## config.mk

```make
export PLATFORM = sky130hd
export DESIGN_NAME = cbt_bit_timing
export DESIGN_NICKNAME = d
export VERILOG_FILES = /design/src/cbt_pkg.sv /design/src/cbt_bit_timing.sv /design/src/cbt_quantum_div.sv
export SDC_FILE = /design/constraint.sdc
export NUM_CORES = 1
export LEC_CHECK = 0
export ABC_AREA = 1
export BUFFER_PORTS_ARGS = -buffer_cell sky130_fd_sc_hd__buf_2
export CAP_MARGIN = 10
export CELL_PAD_IN_SITES_DETAIL_PLACEMENT = 1
export CELL_PAD_IN_SITES_GLOBAL_PLACEMENT = 1
export CORE_MARGIN = 2
export CORE_UTILIZATION = 37
export DETAILED_ROUTE_END_ITERATION = 8
export PLACE_DENSITY = 0.86
export SLEW_MARGIN = 40
export SYNTH_ARGS = -nofsm -noshare
export SYNTH_HDL_FRONTEND = slang
export SYNTH_SLANG_ARGS = --single-unit
```

## constraint.sdc

```tcl
create_clock -name hclk -period 3.9 [get_ports hclk]
set_clock_uncertainty 0.05 [all_clocks]
set_input_delay 0.585 -clock hclk [delete_from_list [all_inputs] [get_ports hclk]]
set_output_delay 0.585 -clock hclk [all_outputs]
set_load 0.005 [all_outputs]
```

## src/cbt_pkg.sv

```systemverilog
package cbt_pkg;

  // ----------------------------------------------------------------
  // Register map
  // ----------------------------------------------------------------
  localparam logic [11:0] CBT_CTRL_OFS    = 12'h000;
  localparam logic [11:0] CBT_STAT_OFS    = 12'h004;
  localparam logic [11:0] CBT_TIMING_OFS  = 12'h00C;
  localparam logic [15:0] CBT_TIMING_RST  = 16'h2301;
  localparam logic [15:0] CBT_TIMING_MASK = 16'h7FFF;

  // Control register bit positions and reset values.
  localparam int          CBT_INIT_BIT    = 0;
  localparam int          CBT_TXD_BIT     = 1;
  localparam int          CBT_UNLOCK_BIT  = 6;
  localparam logic        CBT_INIT_RST    = 1'b1;
  localparam logic        CBT_TXD_RST     = 1'b1;
  localparam logic        CBT_UNLOCK_RST  = 1'b0;

  // Status register field positions.
  localparam int          CBT_ST_IDLE_BIT = 0;
  localparam int          CBT_ST_SMP_BIT  = 1;
  localparam int          CBT_ST_SEG_LSB  = 2;
  localparam int          CBT_ST_Q_LSB    = 8;

  // ----------------------------------------------------------------
  // Timing constants
  // ----------------------------------------------------------------
  localparam logic [4:0]  CBT_SEG_FIXED   = 5'h03;
  localparam logic [4:0]  CBT_ONE_Q       = 5'h01;
  localparam logic [3:0]  CBT_IDLE_BITS   = 4'hB;
  localparam logic [4:0]  CBT_PROC_DELAY  = 5'h00;

  // ----------------------------------------------------------------
  // Types
  // ----------------------------------------------------------------
  typedef struct packed {
    logic       rsvd;
    logic [2:0] post_span;
    logic [3:0] pre_span;
    logic [1:0] jump_limit;
    logic [5:0] quantum_prescaler;
  } cbt_cfg_s;

  typedef struct packed {
    logic [11:0] addr;
    logic        write;
  } cbt_areq_s;

  typedef enum logic [1:0] {CBT_SEG_EDGE, CBT_SEG_PRE, CBT_SEG_POST} cbt_seg_e;

  // Smaller of two quantum counts.
  function automatic logic [4:0] cbt_min5(input logic [4:0] a, input logic [4:0] b);
    cbt_min5 = (a < b) ? a : b;
  endfunction

  // Functional length of a minus-one coded field.
  function automatic logic [4:0] cbt_len(input logic [3:0] coded);
    cbt_len = {1'b0, coded} + CBT_ONE_Q;
  endfunction

endpackage

```

## src/cbt_bit_timing.sv

```systemverilog
// Overview of operation
// - A quantum lasts the prescaler value in module clock periods.
// - Each bit is edge slot, propagation, first and second phase buffer.
// - The edge slot lasts one quantum; edges elsewhere carry a phase error.
// - Prescaler 1..64, pre span 1..16, post span 1..8, jump width 1..4 are supported.
// - Resync moves the sample point at most the jump width.
// - One byte holds both spans, the other jump width and prescaler.
// - All four fields are coded as value minus one.
// - Nominal bit length is pre span plus post span plus one quantum for the edge slot.
// - Segments, sample point and synchronisation advance once per quantum.
// - At the sample point the bus bit is taken and sync type chosen.
// - Next transmit bit is ready at the sample point, zero delay.
// - Shortening the second buffer by the jump width never disturbs bus timing; an edge within reach skips the transmit update.
// - Recessive-to-dominant edges in the received stream resynchronise the bit timing.
// - Bit rates from below 1 kbit/s up to 1 Mbit/s are supported.
// - Timing writes take effect only while unlock and init are both set.
//
// The register addresses and the AHB-Lite interface to the registers were chosen for this implementation.
module cbt_bit_timing
  import cbt_pkg::*;
(
  // Clock and reset.
  input  wire logic        hclk,
  input  wire logic        hresetn,
  // AHB-Lite slave.
  input  wire logic        hsel,
  input  wire logic [31:0] haddr,
  input  wire logic [1:0]  htrans,
  input  wire logic        hwrite,
  input  wire logic [2:0]  hsize,
  input  wire logic [31:0] hwdata,
  input  wire logic        hready,
  output logic      [31:0] hrdata,
  output logic             hreadyout,
  output logic             hresp,
  // Bus transceiver side.
  input  wire logic        can_rx,
  output logic             can_tx,
  // Sample point report.
  output logic             sample_pulse,
  output logic             sample_bit
);

  // ----------------------------------------------------------------
  // Declarations
  // ----------------------------------------------------------------
  cbt_cfg_s    cfg_reg;
  cbt_areq_s   areq_reg;
  cbt_seg_e    seg_reg;
  logic        init_reg;
  logic        txd_reg;
  logic        unlock_reg;
  logic        wr_pend_reg;
  logic        rd_pend_reg;
  logic        rx_meta_reg;
  logic        rx_sync_reg;
  logic        rx_prev_reg;
  logic        edge_pend_reg;
  logic        sync_done_reg;
  logic        idle_reg;
  logic [3:0]  idle_cnt_reg;
  logic [4:0]  q_reg;
  logic [4:0]  ext_reg;
  logic [4:0]  cut_reg;
  logic        tx_next_reg;
  logic [4:0]  bitq_reg;
  logic        clean_reg;
  logic        tq_tick;
  logic        accept;
  logic        fall;
  logic        edge_q;
  logic        resync;
  logic [4:0]  jump;
  logic [4:0]  pre_base;
  logic [4:0]  post_base;
  logic [4:0]  ext_next;
  logic [4:0]  post_err;
  logic [31:0] rd_mux;

  // ----------------------------------------------------------------
  // Register slave
  // ----------------------------------------------------------------

  // Address phase taken only when the bus is ready and a transfer is real.
  assign accept = hsel && hready && htrans[1];

  // Reads insert one wait state so they always see the last write's effect.
  always_ff @(posedge hclk or negedge hresetn)
  begin
    if (!hresetn)
    begin
      areq_reg    <= '0;
      wr_pend_reg <= 1'b0;
      rd_pend_reg <= 1'b0;
      hreadyout   <= 1'b1;
      hresp       <= 1'b0;
    end
    else
    begin
      wr_pend_reg <= accept && hwrite;
      rd_pend_reg <= accept && !hwrite;
      hreadyout   <= !(accept && !hwrite);
      hresp       <= 1'b0;
      if (accept)
      begin
        areq_reg <= '{addr: haddr[11:0], write: hwrite};
      end
    end
  end

  // Control bits written by software.
  always_ff @(posedge hclk or negedge hresetn)
  begin
    if (!hresetn)
    begin
      init_reg   <= CBT_INIT_RST;
      txd_reg    <= CBT_TXD_RST;
      unlock_reg <= CBT_UNLOCK_RST;
    end
    else if (wr_pend_reg && areq_reg.addr == CBT_CTRL_OFS)
    begin
      init_reg   <= hwdata[CBT_INIT_BIT];
      txd_reg    <= hwdata[CBT_TXD_BIT];
      unlock_reg <= hwdata[CBT_UNLOCK_BIT];
    end
  end

  // Timing word; locked unless software holds both unlock and init.
  always_ff @(posedge hclk or negedge hresetn)
  begin
    if (!hresetn)
    begin
      cfg_reg <= CBT_TIMING_RST;
    end
    else if (wr_pend_reg && areq_reg.addr == CBT_TIMING_OFS && unlock_reg && init_reg)
    begin
      cfg_reg <= hwdata[15:0] & CBT_TIMING_MASK;
    end
  end

  // Read multiplexer; unmapped offsets read as zero.
  always_comb
  begin
    rd_mux = 32'h0000_0000;
    unique case (areq_reg.addr)
      CBT_CTRL_OFS:
      begin
        rd_mux[CBT_INIT_BIT]   = init_reg;
        rd_mux[CBT_TXD_BIT]    = txd_reg;
        rd_mux[CBT_UNLOCK_BIT] = unlock_reg;
      end
      CBT_STAT_OFS:
      begin
        rd_mux[CBT_ST_IDLE_BIT]               = idle_reg;
        rd_mux[CBT_ST_SMP_BIT]                = sample_bit;
        rd_mux[CBT_ST_SEG_LSB +: 2]           = seg_reg;
        rd_mux[CBT_ST_Q_LSB +: 5]             = q_reg;
      end
      CBT_TIMING_OFS: rd_mux[15:0] = cfg_reg;
      default:        rd_mux       = 32'h0000_0000;
    endcase
  end

  // Read data is loaded in the wait cycle and held until the next read.
  always_ff @(posedge hclk or negedge hresetn)
  begin
    if (!hresetn)
    begin
      hrdata <= 32'h0000_0000;
    end
    else if (rd_pend_reg)
    begin
      hrdata <= rd_mux;
    end
  end

  // ----------------------------------------------------------------
  // Quantum prescaler
  // ----------------------------------------------------------------
  cbt_quantum_div u_div (
    .hclk      (hclk),
    .hresetn   (hresetn),
    .run       (!init_reg),
    .divide_m1 (cfg_reg.quantum_prescaler),
    .tq_tick   (tq_tick)
  );

  // ----------------------------------------------------------------
  // Receive edge capture
  // ----------------------------------------------------------------

  // Two-flop synchroniser; only the second stage feeds logic.
  always_ff @(posedge hclk or negedge hresetn)
  begin
    if (!hresetn)
    begin
      rx_meta_reg <= 1'b1;
      rx_sync_reg <= 1'b1;
      rx_prev_reg <= 1'b1;
    end
    else
    begin
      rx_meta_reg <= can_rx;
      rx_sync_reg <= rx_meta_reg;
      rx_prev_reg <= rx_sync_reg;
    end
  end

  // Recessive-to-dominant edges are held until the next quantum decides.
  assign fall   = rx_prev_reg && !rx_sync_reg;
  assign edge_q = edge_pend_reg || fall;

  always_ff @(posedge hclk or negedge hresetn)
  begin
    if (!hresetn)
    begin
      edge_pend_reg <= 1'b0;
    end
    else
    begin
      edge_pend_reg <= !tq_tick && !init_reg && edge_q;
    end
  end

  // ----------------------------------------------------------------
  // Segment sequencer
  // ----------------------------------------------------------------

  // Coded fields expanded to functional quantum counts.
  assign jump      = cbt_len({2'b00, cfg_reg.jump_limit});
  assign pre_base  = cbt_len(cfg_reg.pre_span);
  assign post_base = cbt_len({1'b0, cfg_reg.post_span});
  // Only one resynchronisation between two sample points.
  assign resync    = edge_q && !sync_done_reg && !idle_reg;
  // Positive error: quanta since the edge slot, capped at the jump width.
  assign ext_next  = resync ? cbt_min5(q_reg + CBT_ONE_Q, jump) : ext_reg;
  // Negative error: quanta left before the next edge slot.
  assign post_err  = post_base - q_reg;

  always_ff @(posedge hclk or negedge hresetn)
  begin
    if (!hresetn)
    begin
      seg_reg       <= CBT_SEG_EDGE;
      q_reg         <= 5'h00;
      ext_reg       <= 5'h00;
      cut_reg       <= 5'h00;
      sync_done_reg <= 1'b0;
      sample_pulse  <= 1'b0;
    end
    else if (init_reg)
    begin
      seg_reg       <= CBT_SEG_EDGE;
      q_reg         <= 5'h00;
      ext_reg       <= 5'h00;
      cut_reg       <= 5'h00;
      sync_done_reg <= 1'b0;
      sample_pulse  <= 1'b0;
    end
    else if (!tq_tick)
    begin
      sample_pulse <= 1'b0;
    end
    else if (edge_q && idle_reg)
    begin
      // Hard sync: the quantum holding the edge becomes the edge slot.
      seg_reg       <= CBT_SEG_PRE;
      q_reg         <= 5'h00;
      ext_reg       <= 5'h00;
      cut_reg       <= 5'h00;
      sync_done_reg <= 1'b1;
      sample_pulse  <= 1'b0;
    end
    else
    begin
      sample_pulse <= 1'b0;
      unique case (seg_reg)
        CBT_SEG_EDGE:
        begin
          // An edge here has no phase error and is ignored.
          seg_reg <= CBT_SEG_PRE;
          q_reg   <= 5'h00;
          ext_reg <= 5'h00;
          cut_reg <= 5'h00;
        end
        CBT_SEG_PRE:
        begin
          ext_reg <= ext_next;
          if (resync)
          begin
            sync_done_reg <= 1'b1;
          end
          if (q_reg + CBT_ONE_Q >= pre_base + ext_next)
          begin
            seg_reg       <= CBT_SEG_POST;
            q_reg         <= 5'h00;
            sample_pulse  <= 1'b1;
            sync_done_reg <= 1'b0;
          end
          else
          begin
            q_reg <= q_reg + CBT_ONE_Q;
          end
        end
        CBT_SEG_POST:
        begin
          if (resync && post_err <= jump)
          begin
            // Error within reach: this quantum becomes the next edge slot.
            seg_reg       <= CBT_SEG_PRE;
            q_reg         <= 5'h00;
            ext_reg       <= 5'h00;
            cut_reg       <= 5'h00;
            sync_done_reg <= 1'b1;
          end
          else if (q_reg + CBT_ONE_Q + (resync ? jump : cut_reg) >= post_base)
          begin
            seg_reg       <= CBT_SEG_EDGE;
            q_reg         <= 5'h00;
            sync_done_reg <= sync_done_reg || resync;
          end
          else
          begin
            q_reg         <= q_reg + CBT_ONE_Q;
            cut_reg       <= resync ? jump : cut_reg;
            sync_done_reg <= sync_done_reg || resync;
          end
        end
      endcase
    end
  end

  // ----------------------------------------------------------------
  // Sample point processing
  // ----------------------------------------------------------------

  // The bus bit is taken at the sample point; a dominant bit ends idle,
  // eleven recessive bits in a row make the next edge a hard sync.
  always_ff @(posedge hclk or negedge hresetn)
  begin
    if (!hresetn)
    begin
      sample_bit   <= 1'b1;
      idle_cnt_reg <= 4'h0;
      idle_reg     <= 1'b0;
      tx_next_reg  <= 1'b1;
    end
    else if (init_reg)
    begin
      idle_cnt_reg <= 4'h0;
      idle_reg     <= 1'b0;
    end
    else if (tq_tick && seg_reg == CBT_SEG_PRE && !(edge_q && idle_reg)
             && q_reg + CBT_ONE_Q >= pre_base + ext_next)
    begin
      sample_bit  <= rx_sync_reg;
      tx_next_reg <= txd_reg;
      if (!rx_sync_reg)
      begin
        idle_cnt_reg <= 4'h0;
        idle_reg     <= 1'b0;
      end
      else if (idle_cnt_reg + 4'h1 >= CBT_IDLE_BITS)
      begin
        idle_cnt_reg <= CBT_IDLE_BITS;
        idle_reg     <= 1'b1;
      end
      else
      begin
        idle_cnt_reg <= idle_cnt_reg + 4'h1;
      end
    end
  end

  // The next bit goes out at the start of the bit; a second buffer cut by the jump width
  // only moves that start; one ended at an edge within reach skips it, leaving can_tx unchanged.
  always_ff @(posedge hclk or negedge hresetn)
  begin
    if (!hresetn)
    begin
      can_tx <= 1'b1;
    end
    else if (init_reg)
    begin
      can_tx <= 1'b1;
    end
    else if (tq_tick && seg_reg == CBT_SEG_EDGE && CBT_PROC_DELAY == 5'h00)
    begin
      can_tx <= tx_next_reg;
    end
  end

  // ----------------------------------------------------------------
  // Checks
  // ----------------------------------------------------------------

  // Helper: quanta in the previous bit and whether it saw no edge outside its edge slot.
  always_ff @(posedge hclk or negedge hresetn)
  begin
    if (!hresetn)
    begin
      bitq_reg  <= 5'h00;
      clean_reg <= 1'b0;
    end
    else if (init_reg)
    begin
      bitq_reg  <= 5'h00;
      clean_reg <= 1'b0;
    end
    else if (tq_tick)
    begin
      bitq_reg  <= (seg_reg == CBT_SEG_EDGE) ? CBT_ONE_Q : bitq_reg + CBT_ONE_Q;
      clean_reg <= (seg_reg == CBT_SEG_EDGE) || (clean_reg && !edge_q);
    end
  end
endmodule // cbt_bit_timing

```

## src/cbt_quantum_div.sv

```systemverilog
module cbt_quantum_div
  import cbt_pkg::*;
(
  // Clock and reset.
  input  wire logic       hclk,
  input  wire logic       hresetn,
  // Control.
  input  wire logic       run,
  input  wire logic [5:0] divide_m1,
  // Quantum strobe.
  output logic            tq_tick
);

  logic [5:0] count_reg;
  logic [5:0] gap_reg;
  logic       gap_ok_reg;

  // One strobe every divide_m1 + 1 module clocks; held at zero when stopped.
  always_ff @(posedge hclk or negedge hresetn)
  begin
    if (!hresetn)
    begin
      count_reg <= 6'h00;
      tq_tick   <= 1'b0;
    end
    else if (!run)
    begin
      count_reg <= 6'h00;
      tq_tick   <= 1'b0;
    end
    else if (count_reg == divide_m1)
    begin
      count_reg <= 6'h00;
      tq_tick   <= 1'b1;
    end
    else
    begin
      count_reg <= count_reg + 6'h01;
      tq_tick   <= 1'b0;
    end
  end

  // Helper: cycles since the previous strobe, valid once a full gap is seen.
  always_ff @(posedge hclk or negedge hresetn)
  begin
    if (!hresetn)
    begin
      gap_reg    <= 6'h00;
      gap_ok_reg <= 1'b0;
    end
    else if (!run)
    begin
      gap_reg    <= 6'h00;
      gap_ok_reg <= 1'b0;
    end
    else if (tq_tick)
    begin
      gap_reg    <= 6'h00;
      gap_ok_reg <= 1'b1;
    end
    else
    begin
      gap_reg <= gap_reg + 6'h01;
    end
  end
endmodule // cbt_quantum_div

```

==> results of run 1 <==
[repair_timing]
item / CTS / global route
endpoints found under the hold margin: 0 / 0
setup buffers: 8 / 2
gates cloned: 0 / 0
setup endpoints to repair: 16 / 19
pin swaps: 19 / 18
resized for setup: 31 / 10
[final cells by class]
cell class / count / area, sq um / area share [%]
clock buffer: 11 / 233 / 3.85
sequential: 86 / 2170 / 35.9
multi-input combinational: 385 / 2550 / 42.2
clock inverter: 5 / 60.1 / 0.993
timing repair buffer: 83 / 513 / 8.48
tap: 176 / 220 / 3.64
inverter: 78 / 299 / 4.94
[power groups by stage]
stage	clock [mW]	sequential, mW	combinational (mW)
after CTS	0.877	0.991	0.392
final	0.871	0.993	0.417
after floorplan	0	0.997	0.230
after detailed placement	0	1.01	0.354
after global routing	0.921	1.00	0.458
after global placement	0	1.00	0.320
[cells in the mapped netlist, drive strengths merged (5+ instances only)]
cell type / count / area [sq um]
o21ai: 33 / 180
buf: 23 / 160
o221ai: 7 / 61.3
xnor2: 8 / 70.1
dfstp: 13 / 342
dfrtp: 73 / 1830
o21a: 8 / 60.1
nand2: 107 / 459
xor2: 12 / 105
a21oi: 34 / 185
ha: 36 / 450
o31ai: 5 / 37.5
inv: 77 / 292
nand3: 27 / 158
nor2: 50 / 223
mux2: 10 / 113
nand4: 5 / 31.3
[per-layer routing]
metal | GRT usage (%) | vias up | routed length, um
met4 | 9.93 | 0 | 602
met3 | 4.99 | 51 | 639
met2 | 38.5 | 133 | 7690
met5 | 0 | - | 0
li1 | - | 1957 | -
met1 | 23.0 | 2133 | 5730
[how the worst max path moves through the flow]
| stage | depth (start not counted) | end | slack, ps | start |
|---|---|---|---|---|
| finish | 24 | idle_cnt_reg[2] | -370 | cfg_reg[7] |
| global route | 24 | sync_done_reg | -510 | cfg_reg[6] |
| CTS | 25 | idle_cnt_reg[3] | -150 | cfg_reg[7] |
| detailed placement | 25 | tx_next_reg | -510 | cfg_reg[6] |
| global placement | 25 | tx_next_reg | -240 | cfg_reg[6] |
| floorplan | 22 | idle_cnt_reg[1] | 70 | q_reg[0] |
[kinds of logic (layout without fill, tap and decap cells)]
family          after synthesis  count (layout)  share of synthesized area (%)
compound gates               99              99                           12.2
xor+xnor                     20              20                           3.51
fa+ha+maj                    39              39                           10.2
buf+inv                     105             177                           9.45
flops                        86              86                           43.5
mux                          10              10                           2.26
other cells                   1              18                         0.0752
simple gates                199             199                           18.8
[critical path, stage by stage (launching register included)]
cell and delay (ps):
dfrtp_2 460, ha_4 310, inv_4 40, ha_4 210
o21ai_2 60, nand2_1 80, a21oi_2 170, nand2_2 100
nand2_1 80, o211ai_1 110, nand2_1 120, inv_2 60
ha_4 170, fa_2 390, o21ai_2 200, xor2_1 190
ha_1 290, nand2_1 100, inv_2 50, o21ai_0 100
nand4_1 220, nand4_1 140, buf_4 150, nand2_2 100
o21a_1 210
[through the flow]
step                cell area [sq um]  instances  utilization, %
floorplan                        5050        576               -
global placement                 5520        798            41.8
detailed placement               5520        798            41.9
CTS                              6000        822            45.5
global route                     6050        824            45.9
finish                           6050        824            45.9
==> results.md, run 1 <==
- Critical Path AT: 4450 ps
- Max Cap Violations: 0
- Worst vdd ir: 0.270 mV
- Core area: 0.0132 sq mm
- CTS Hold Bufs: 0
- Worst slack, placed: -515 ps
- Min Hold Slack: 205 ps
- CTS tree: done
- RSZ-0062 raised after global routing: yes
- Final period util: 109%
- Num CTS Buffers: 9
- Minimum clock period: 4270 ps
- DRC Markers: 0
- R2R depth: 24
- Total grt overflow: 0
- Fill count: 1,556
- Pwr dens: 377 mW/mm^2
- Clk sinks: 86
- Failing checks: negative setup slack
- Slew @ Worst Pin: 711 ps
- Via/cell ratio: 5.19
- Flops & latches, synth: 86
- H-tree Lvls: 3
- Final-report hold violation count: 0
- Layout cell share with drive strength beyond 1: 28.5%
- Synth Cell Area: 0.00499 sq mm
- Vias: 4,274
- Layout net count: 757
- Crit Path Class: reg -> reg
- Fmax: 234 MHz
- R2R setup slack: -370 ps
- Tot GR Track Use: 21.1%
- # port buffers: 52
- Mapped Avg Cell Area: 8.93 sq um
- Hold Path Class: in -> async
- Final WS setup: -370 ps
- Routed Antenna Nets: 0
- Number of global-route vias before repair: 4,779
- Standard-cell row count: 42
- Critical path startpoint category: flip-flop
- Synth Flop Type: dfrtp_1
- Post-Syn Instances: 559
- Detailed Route Iter0 Violations: 238
- Logic pwr share: 18.3%
- Sw power: 0.648 mW
- Antenna diodes: 0
- Initial Util: 37.8%
- Synth-to-layout area growth: 21.2%
- Pint: 1.63 mW
- First-pass DRT Iterations: 5
- Crit. End Element: flip-flop
- Clk_lat worst skew: 350 ps
- Worst slew margin: 52.6%
- Reg2reg start: cfg_reg[7]
- FF-to-FF End: idle_cnt_reg[2]
- Async SR Flop Fraction: 100%
- Maximum clock path buffer count: 2
- Root Buffer: clkbuf_16
- Most common cell after layout, fill and taps aside: nand2_1
- Seq/Total Area, Yosys: 43.5%
- Die Span X: 120 um
- Antenna violations before repair: 0
- Commonest non-fill, non-tap cells in the layout: nand2_1, dfrtp_1, inv_1
- Die height: 120 um
- CP required: 4080 ps
- Number of synthesized flops with an enable pin: 0
- Die area: 0.0144 sq mm
- First-pass GRT wire length: 23,700 um
- Largest net degree at the start of global routing: 87
- Sw frac: 28.4%
- Final WL: 14,700 um
- Total power: 2.28 mW
- Wirelength per Cell: 17.8 um
- Synth unique cells: 46
- GPL Wtd Cong: 0.815
- Clk pwr share: 38.2%
- I/O pin cnt: 112
- Clock transition at the registers of the reported paths: 70 ps
- Setup tns final: -4760 ps
- Slew Limit Fails: 0
- Seq pwr share: 43.6%
- Final setup viols: 16
- Run status: finished with violations
- YS warnings: 0
- HPWL Detailed: 9870 um
- Worst-path maximum fanout: 5
- Leakage: 3.01 nW
No activity file was read; power rests on OpenSTA's default activity.
==> run 2, diff against run 1 <==
- CORE_ASPECT_RATIO: default -> 1.5
==> results.md, run 2 (synthesized netlist as in run 1, its figures left out) <==
- Run status: finished with violations
- Failing checks: negative setup slack
- GPL Wtd Cong: 0.903 (+11%)
- Antenna diodes: 0 (unchanged)
- Placed cell area: 0.00553 sq mm (about the same)
- First-pass DRT Iterations: 4 (-1)
- Slew @ Worst Pin: 689 ps (-22.0 ps)
- CTS tree: done
- CTS Hold Bufs: 0 (unchanged)
- Cell family with most CP delay: adder cells
- CP bufs+invs: 6 (+2)
- Pwr dens: 399 mW/mm^2 (+5.9%)
- Minimum clock period: 4300 ps (+25.4 ps)
- Standard-cell row count: 52 (+24%)
- Commonest non-fill, non-tap cells in the layout: nand2_1, dfrtp_1, inv_1
- First-pass GRT wire length: 24,400 um (+2.8%)
- Post-layout util: 46.1% (+0.20 points)
- Worst vdd ir: 0.293 mV (+8.2%)
- Critical path startpoint category: flip-flop
- Detailed Route Iter0 Violations: 281 (+18%)
- Die area: 0.0145 sq mm (+0.13%)
- Layout net count: 760 (+0.40%)
- Root Buffer: clkbuf_16
- Via/cell ratio: 5.32 (+2.7%)
- Critical Path AT: 4520 ps (+70 ps)
- Num CTS Buffers: 9 (unchanged)
- Crit Path Class: reg -> reg
- Largest stage delay on the critical path: 440 ps (-20 ps)
- Routed Antenna Nets: 0 (unchanged)
- Final WL: 15,700 um (+7.1%)
- HPWL Detailed: 10,800 um (+9.2%)
- Wirelength per Cell: 19.3 um (+8.6%)
- Largest net degree at the start of global routing: 87 (unchanged)
- Synth-to-layout area growth: 23.1%
- Hold Path Class: in -> async
- Fill count: 1,556 (unchanged)
- Leakage: 3.07 nW (+1.9%)
- Maximum clock path buffer count: 2 (unchanged)
- Max Cap Violations: 0 (unchanged)
- Min Hold Slack: 229 ps (+23.9 ps)
- Inst Count DP: 787 (-1.4%)
- Clk_lat worst skew: 350 ps (about the same)
- Layout cell share with drive strength beyond 1: 29.3% (+0.79 points)
- Number of global-route vias before repair: 4,924 (+3.0%)
- Initial Util: 37.4% (-0.42 points)
- Tot GR Track Use: 21.6% (+0.43 points)
- Crit. End Element: flip-flop
- Slew Limit Fails: 0 (unchanged)
- Die height: 146 um (+22%)
- CP required: 4120 ps (+40 ps)
- Slowest cell on the critical path: dfrtp_2
- Total power: 2.45 mW (+7.5%)
- Most common cell after layout, fill and taps aside: nand2_1
- Final WS setup: -395 ps (-25.4 ps)
- Post-route cell area: 0.00614 sq mm (+1.6%)
- H-tree Lvls: 3 (unchanged)
- Register area: 0.00217 sq mm (about the same)
- Final cell count without fillers: 813 (-1.3%)
- CP Launch Point: cfg_reg[7]
- Vias: 4,329 (+1.3%)
- Clock transition at the registers of the reported paths: 70 ps (about the same)
- Worst-path maximum fanout: 3 (-2)
- Die Span X: 98.8 um (-18%)
- Final period util: 110% (+0.65 points)
- Core area: 0.0133 sq mm (+1.1%)
- Worst slew margin: 54.1% (+1.5 points)
- RSZ-0062 raised after global routing: yes
- # port buffers: 52 (unchanged)
- Final setup viols: 16 (unchanged)
- Antenna violations before repair: 0 (unchanged)
- I/O pin cnt: 112 (unchanged)
- Final-report hold violation count: 0 (unchanged)
- Fmax: 233 MHz (-0.59%)
- Total grt overflow: 0 (unchanged)
- DRC Markers: 0 (unchanged)
- Multi-input gate area: 0.00257 sq mm (+0.78%)
- Clk sinks: 86 (unchanged)
- Reg2reg start: cfg_reg[7]
==> run 2: power breakdown <==
part | switching [mW] | internal [mW]
Combinational | 0.242 | 0.187
Sequential | 0.0396 | 0.954
Clock | 0.383 | 0.648
Total | 0.664 | 1.79
==> run 2: timing repair <==
item | CTS | global route
endpoints found under the setup margin | 16 | 16
resized for setup | 33 | 17
setup buffers | 6 | 5
pin swaps | 18 | 17
gates cloned | 0 | 0
==> run 2: through the flow <==
step                setup WS, ps  setup TNS [ps]
global placement            -212           -2450
detailed placement          -548           -7090
floorplan                   73.4               0
finish                      -395           -4440
global route                -554           -7120
CTS                         -193           -2220
==> run 2: final timing paths <==
kind,to,slack [ps],cells after the start
worst max-delay path,sync_done_reg,-400,25
worst min-delay path,u_div.count_reg[0],230,1
worst max register to register,sync_done_reg,-400,25
worst min register to register,rx_sync_reg,310,0
max in group asynchronous,cfg_reg[7],3060,1
min in group hclk,rx_meta_reg,280,1
==> run 2: layout make-up <==
cell class                 count  area share [%]
clock buffer                  10            3.89
clock inverter                 6            1.89
inverter                      78            4.87
multi-input combinational    385            41.9
sequential                    86            35.3
tap                          162            3.30
timing repair buffer          86            8.84
==> run 2: layer usage <==
layer,vias up,share of wire (%),track usage [%]
met2,153,56,40.4
met3,65,4.1,4.45
met1,2142,34,20.6
met5,-,0,0
met4,0,6.3,14.1
li1,1969,-,-
==> run 3, diff against run 2 <==
- RECOVER_POWER: default -> 25
==> results.md, run 3 (synthesized netlist as in run 1, its figures left out) <==
- Crit. End Element: flip-flop
- Final WS setup: -408 ps (-12.6 ps)
- Fill count: 1,556 (unchanged)
- Fmax: 232 MHz (-0.29%)
- Register area: 0.00217 sq mm (unchanged)
- Crit Path Class: reg -> reg
- I/O pin cnt: 112 (unchanged)
- # port buffers: 52 (unchanged)
- Sw frac: 27.2% (+0.073 points)
- Die height: 146 um (unchanged)
- Core area: 0.0133 sq mm (unchanged)
- Synth-to-layout area growth: 22.9%
- Wirelength per Cell: 19.4 um (+0.32%)
- First-pass GRT wire length: 24,400 um (unchanged)
- CTS Hold Bufs: 0 (unchanged)
- Die Span X: 98.8 um (unchanged)
- DRC Markers: 0 (unchanged)
- Clk pwr share: 42.1% (about the same)
- Standard-cell row count: 52 (unchanged)
- RSZ-0062 raised after global routing: yes
- Pwr dens: 400 mW/mm^2 (+0.19%)
- Detailed Route Iter0 Violations: 259 (-7.8%)
- Maximum clock path buffer count: 2 (unchanged)
- Minimum clock period: 4310 ps (+12.6 ps)
- Final period util: 110% (+0.32 points)
- Slew Limit Fails: 87 (+87)
- Placed cell area: 0.00553 sq mm (unchanged)
- Layout cell share with drive strength beyond 1: 29.2% (-0.15 points)
- GPL Wtd Cong: 0.903 (unchanged)
- Num CTS Buffers: 9 (unchanged)
- Tot GR Track Use: 21.6% (unchanged)
- Final WL: 15,800 um (+0.32%)
- Slew @ Worst Pin: 2170 ps (+1480 ps)
- Sw power: 0.666 mW (+0.32%)
- Inst Count DP: 787 (unchanged)
- Worst vdd ir: 0.294 mV (+0.34%)
- Critical path startpoint category: flip-flop
- Clk_lat worst skew: 350 ps (about the same)
- Post-route cell area: 0.00613 sq mm (-0.14%)
- Vias: 4,343 (+0.32%)
- Largest stage delay on the critical path: 440 ps (about the same)
- Total grt overflow: 0 (unchanged)
- Antenna diodes: 0 (unchanged)
- Slowest cell on the critical path: dfrtp_2
- Seq pwr share: 40.5% (about the same)
- Run status: finished with violations
- Die area: 0.0145 sq mm (unchanged)
- Routed Antenna Nets: 0 (unchanged)
- Failing checks: max-capacitance violations, max-slew violations, negative setup slack
- Final-report hold violation count: 0 (unchanged)
- CTS tree: done
- Leakage: 3.07 nW (-0.12%)
- Antenna violations before repair: 0 (unchanged)
- Hold Path Class: in -> reg
- Initial Util: 37.4% (unchanged)
- Number of global-route vias before repair: 4,924 (unchanged)
- Most common cell after layout, fill and taps aside: nand2_1
- Via/cell ratio: 5.34 (+0.32%)
- Clock transition at the registers of the reported paths: 70 ps (about the same)
- Final cell count without fillers: 813 (unchanged)
- Pint: 1.79 mW (about the same)
- Clk sinks: 86 (unchanged)
- HPWL Detailed: 10,800 um (unchanged)
- Root Buffer: clkbuf_16
- Min Hold Slack: 281 ps (+52.3 ps)
- H-tree Lvls: 3 (unchanged)
- Logic pwr share: 17.4% (about the same)
- Worst slew margin: -44.8% (-99 points)
- CP required: 4120 ps (about the same)
- Max Cap Violations: 1 (+1)
- Multi-input gate area: 0.00257 sq mm (unchanged)
- Largest net degree at the start of global routing: 87 (unchanged)
- Final setup viols: 16 (unchanged)
- Critical Path AT: 4530 ps (about the same)
- Commonest non-fill, non-tap cells in the layout: nand2_1, dfrtp_1, inv_1
- Worst-path maximum fanout: 3 (unchanged)
- First-pass DRT Iterations: 4 (unchanged)
- Layout net count: 760 (unchanged)
-- run 3: cell count changes in the layout (fill, tap and decap cells not counted) --
cell	previous run	this run
dfstp_2	13	12
dfstp_1	0	1
clkbuf_2	0	1
clkbuf_8	2	1
-- run 3: repair_timing --
item,in CTS,in global routing
setup buffers,6,5
gates resized for setup,33,17
setup endpoints to repair,16,16
pin swaps,18,17
-- run 3: worst max-delay path: cells and delay by family, from the launching register on --
| family | cells | cell delay, ps |
|---|---|---|
| buffers and inverters | 6 | 600 |
| adders and majority gates | 4 | 1200 |
| and+or+nand+nor | 7 | 710 |
| xor gates and xnor gates | 1 | 220 |
| AOI/OAI and AO/OA | 7 | 990 |
| DFF | 1 | 440 |
-- run 3: layout make-up --
| class | count | area share [%] |
|---|---|---|
| multi-input cells | 385 | 42.0 |
| flip-flops and latches | 86 | 35.4 |
| repair buffers | 86 | 8.71 |
| inverters | 78 | 4.87 |
| clock buffers | 10 | 3.90 |
| well taps | 162 | 3.30 |
| clock inverters | 6 | 1.90 |
-- run 3: final timing paths --
kind / from / to / slack [ps] / cells past startpoint
max: cfg_reg[7] / sync_done_reg / -410 / 25
min: can_rx / rx_meta_reg / 280 / 1
max reg2reg: cfg_reg[7] / sync_done_reg / -410 / 25
min reg2reg: rx_meta_reg / rx_sync_reg / 310 / 0
max in group asynchronous: hresetn / cfg_reg[7] / 1580 / 1
min in group asynchronous: hresetn / cfg_reg[3] / 820 / 1
-- run 3: power by group through the flow --
stage	Clock (mW)	Sequential (mW)	Combinational, mW
floorplan	0	0.997	0.230
finish	1.03	0.993	0.428
global route	1.09	0.999	0.471
CTS	1.05	0.992	0.396
global placement	0	1.00	0.331
detailed placement	0	1.01	0.364
-- run 3: per-stage QoR --
stage | worst slack (ps) | util, % | TNS [ps] | power, mW
floorplan | 73.4 | - | 0 | 1.23
global placement | -212 | 41.4 | -2450 | 1.33
detailed placement | -548 | 41.4 | -7090 | 1.37
CTS | -193 | 45.2 | -2220 | 2.44
global route | -554 | 46.0 | -7320 | 2.56
finish | -408 | 46.0 | -4610 | 2.45
-- run 3: routing by layer --
metal	share of wire, %	wire length [um]	up-vias	GRT usage (%)
met1	34	5300	2160	20.6
met4	6.2	982	0	14.1
met5	0	0	-	0
met2	56	8850	145	40.4
met3	4.0	631	65	4.45
li1	-	-	1973	-
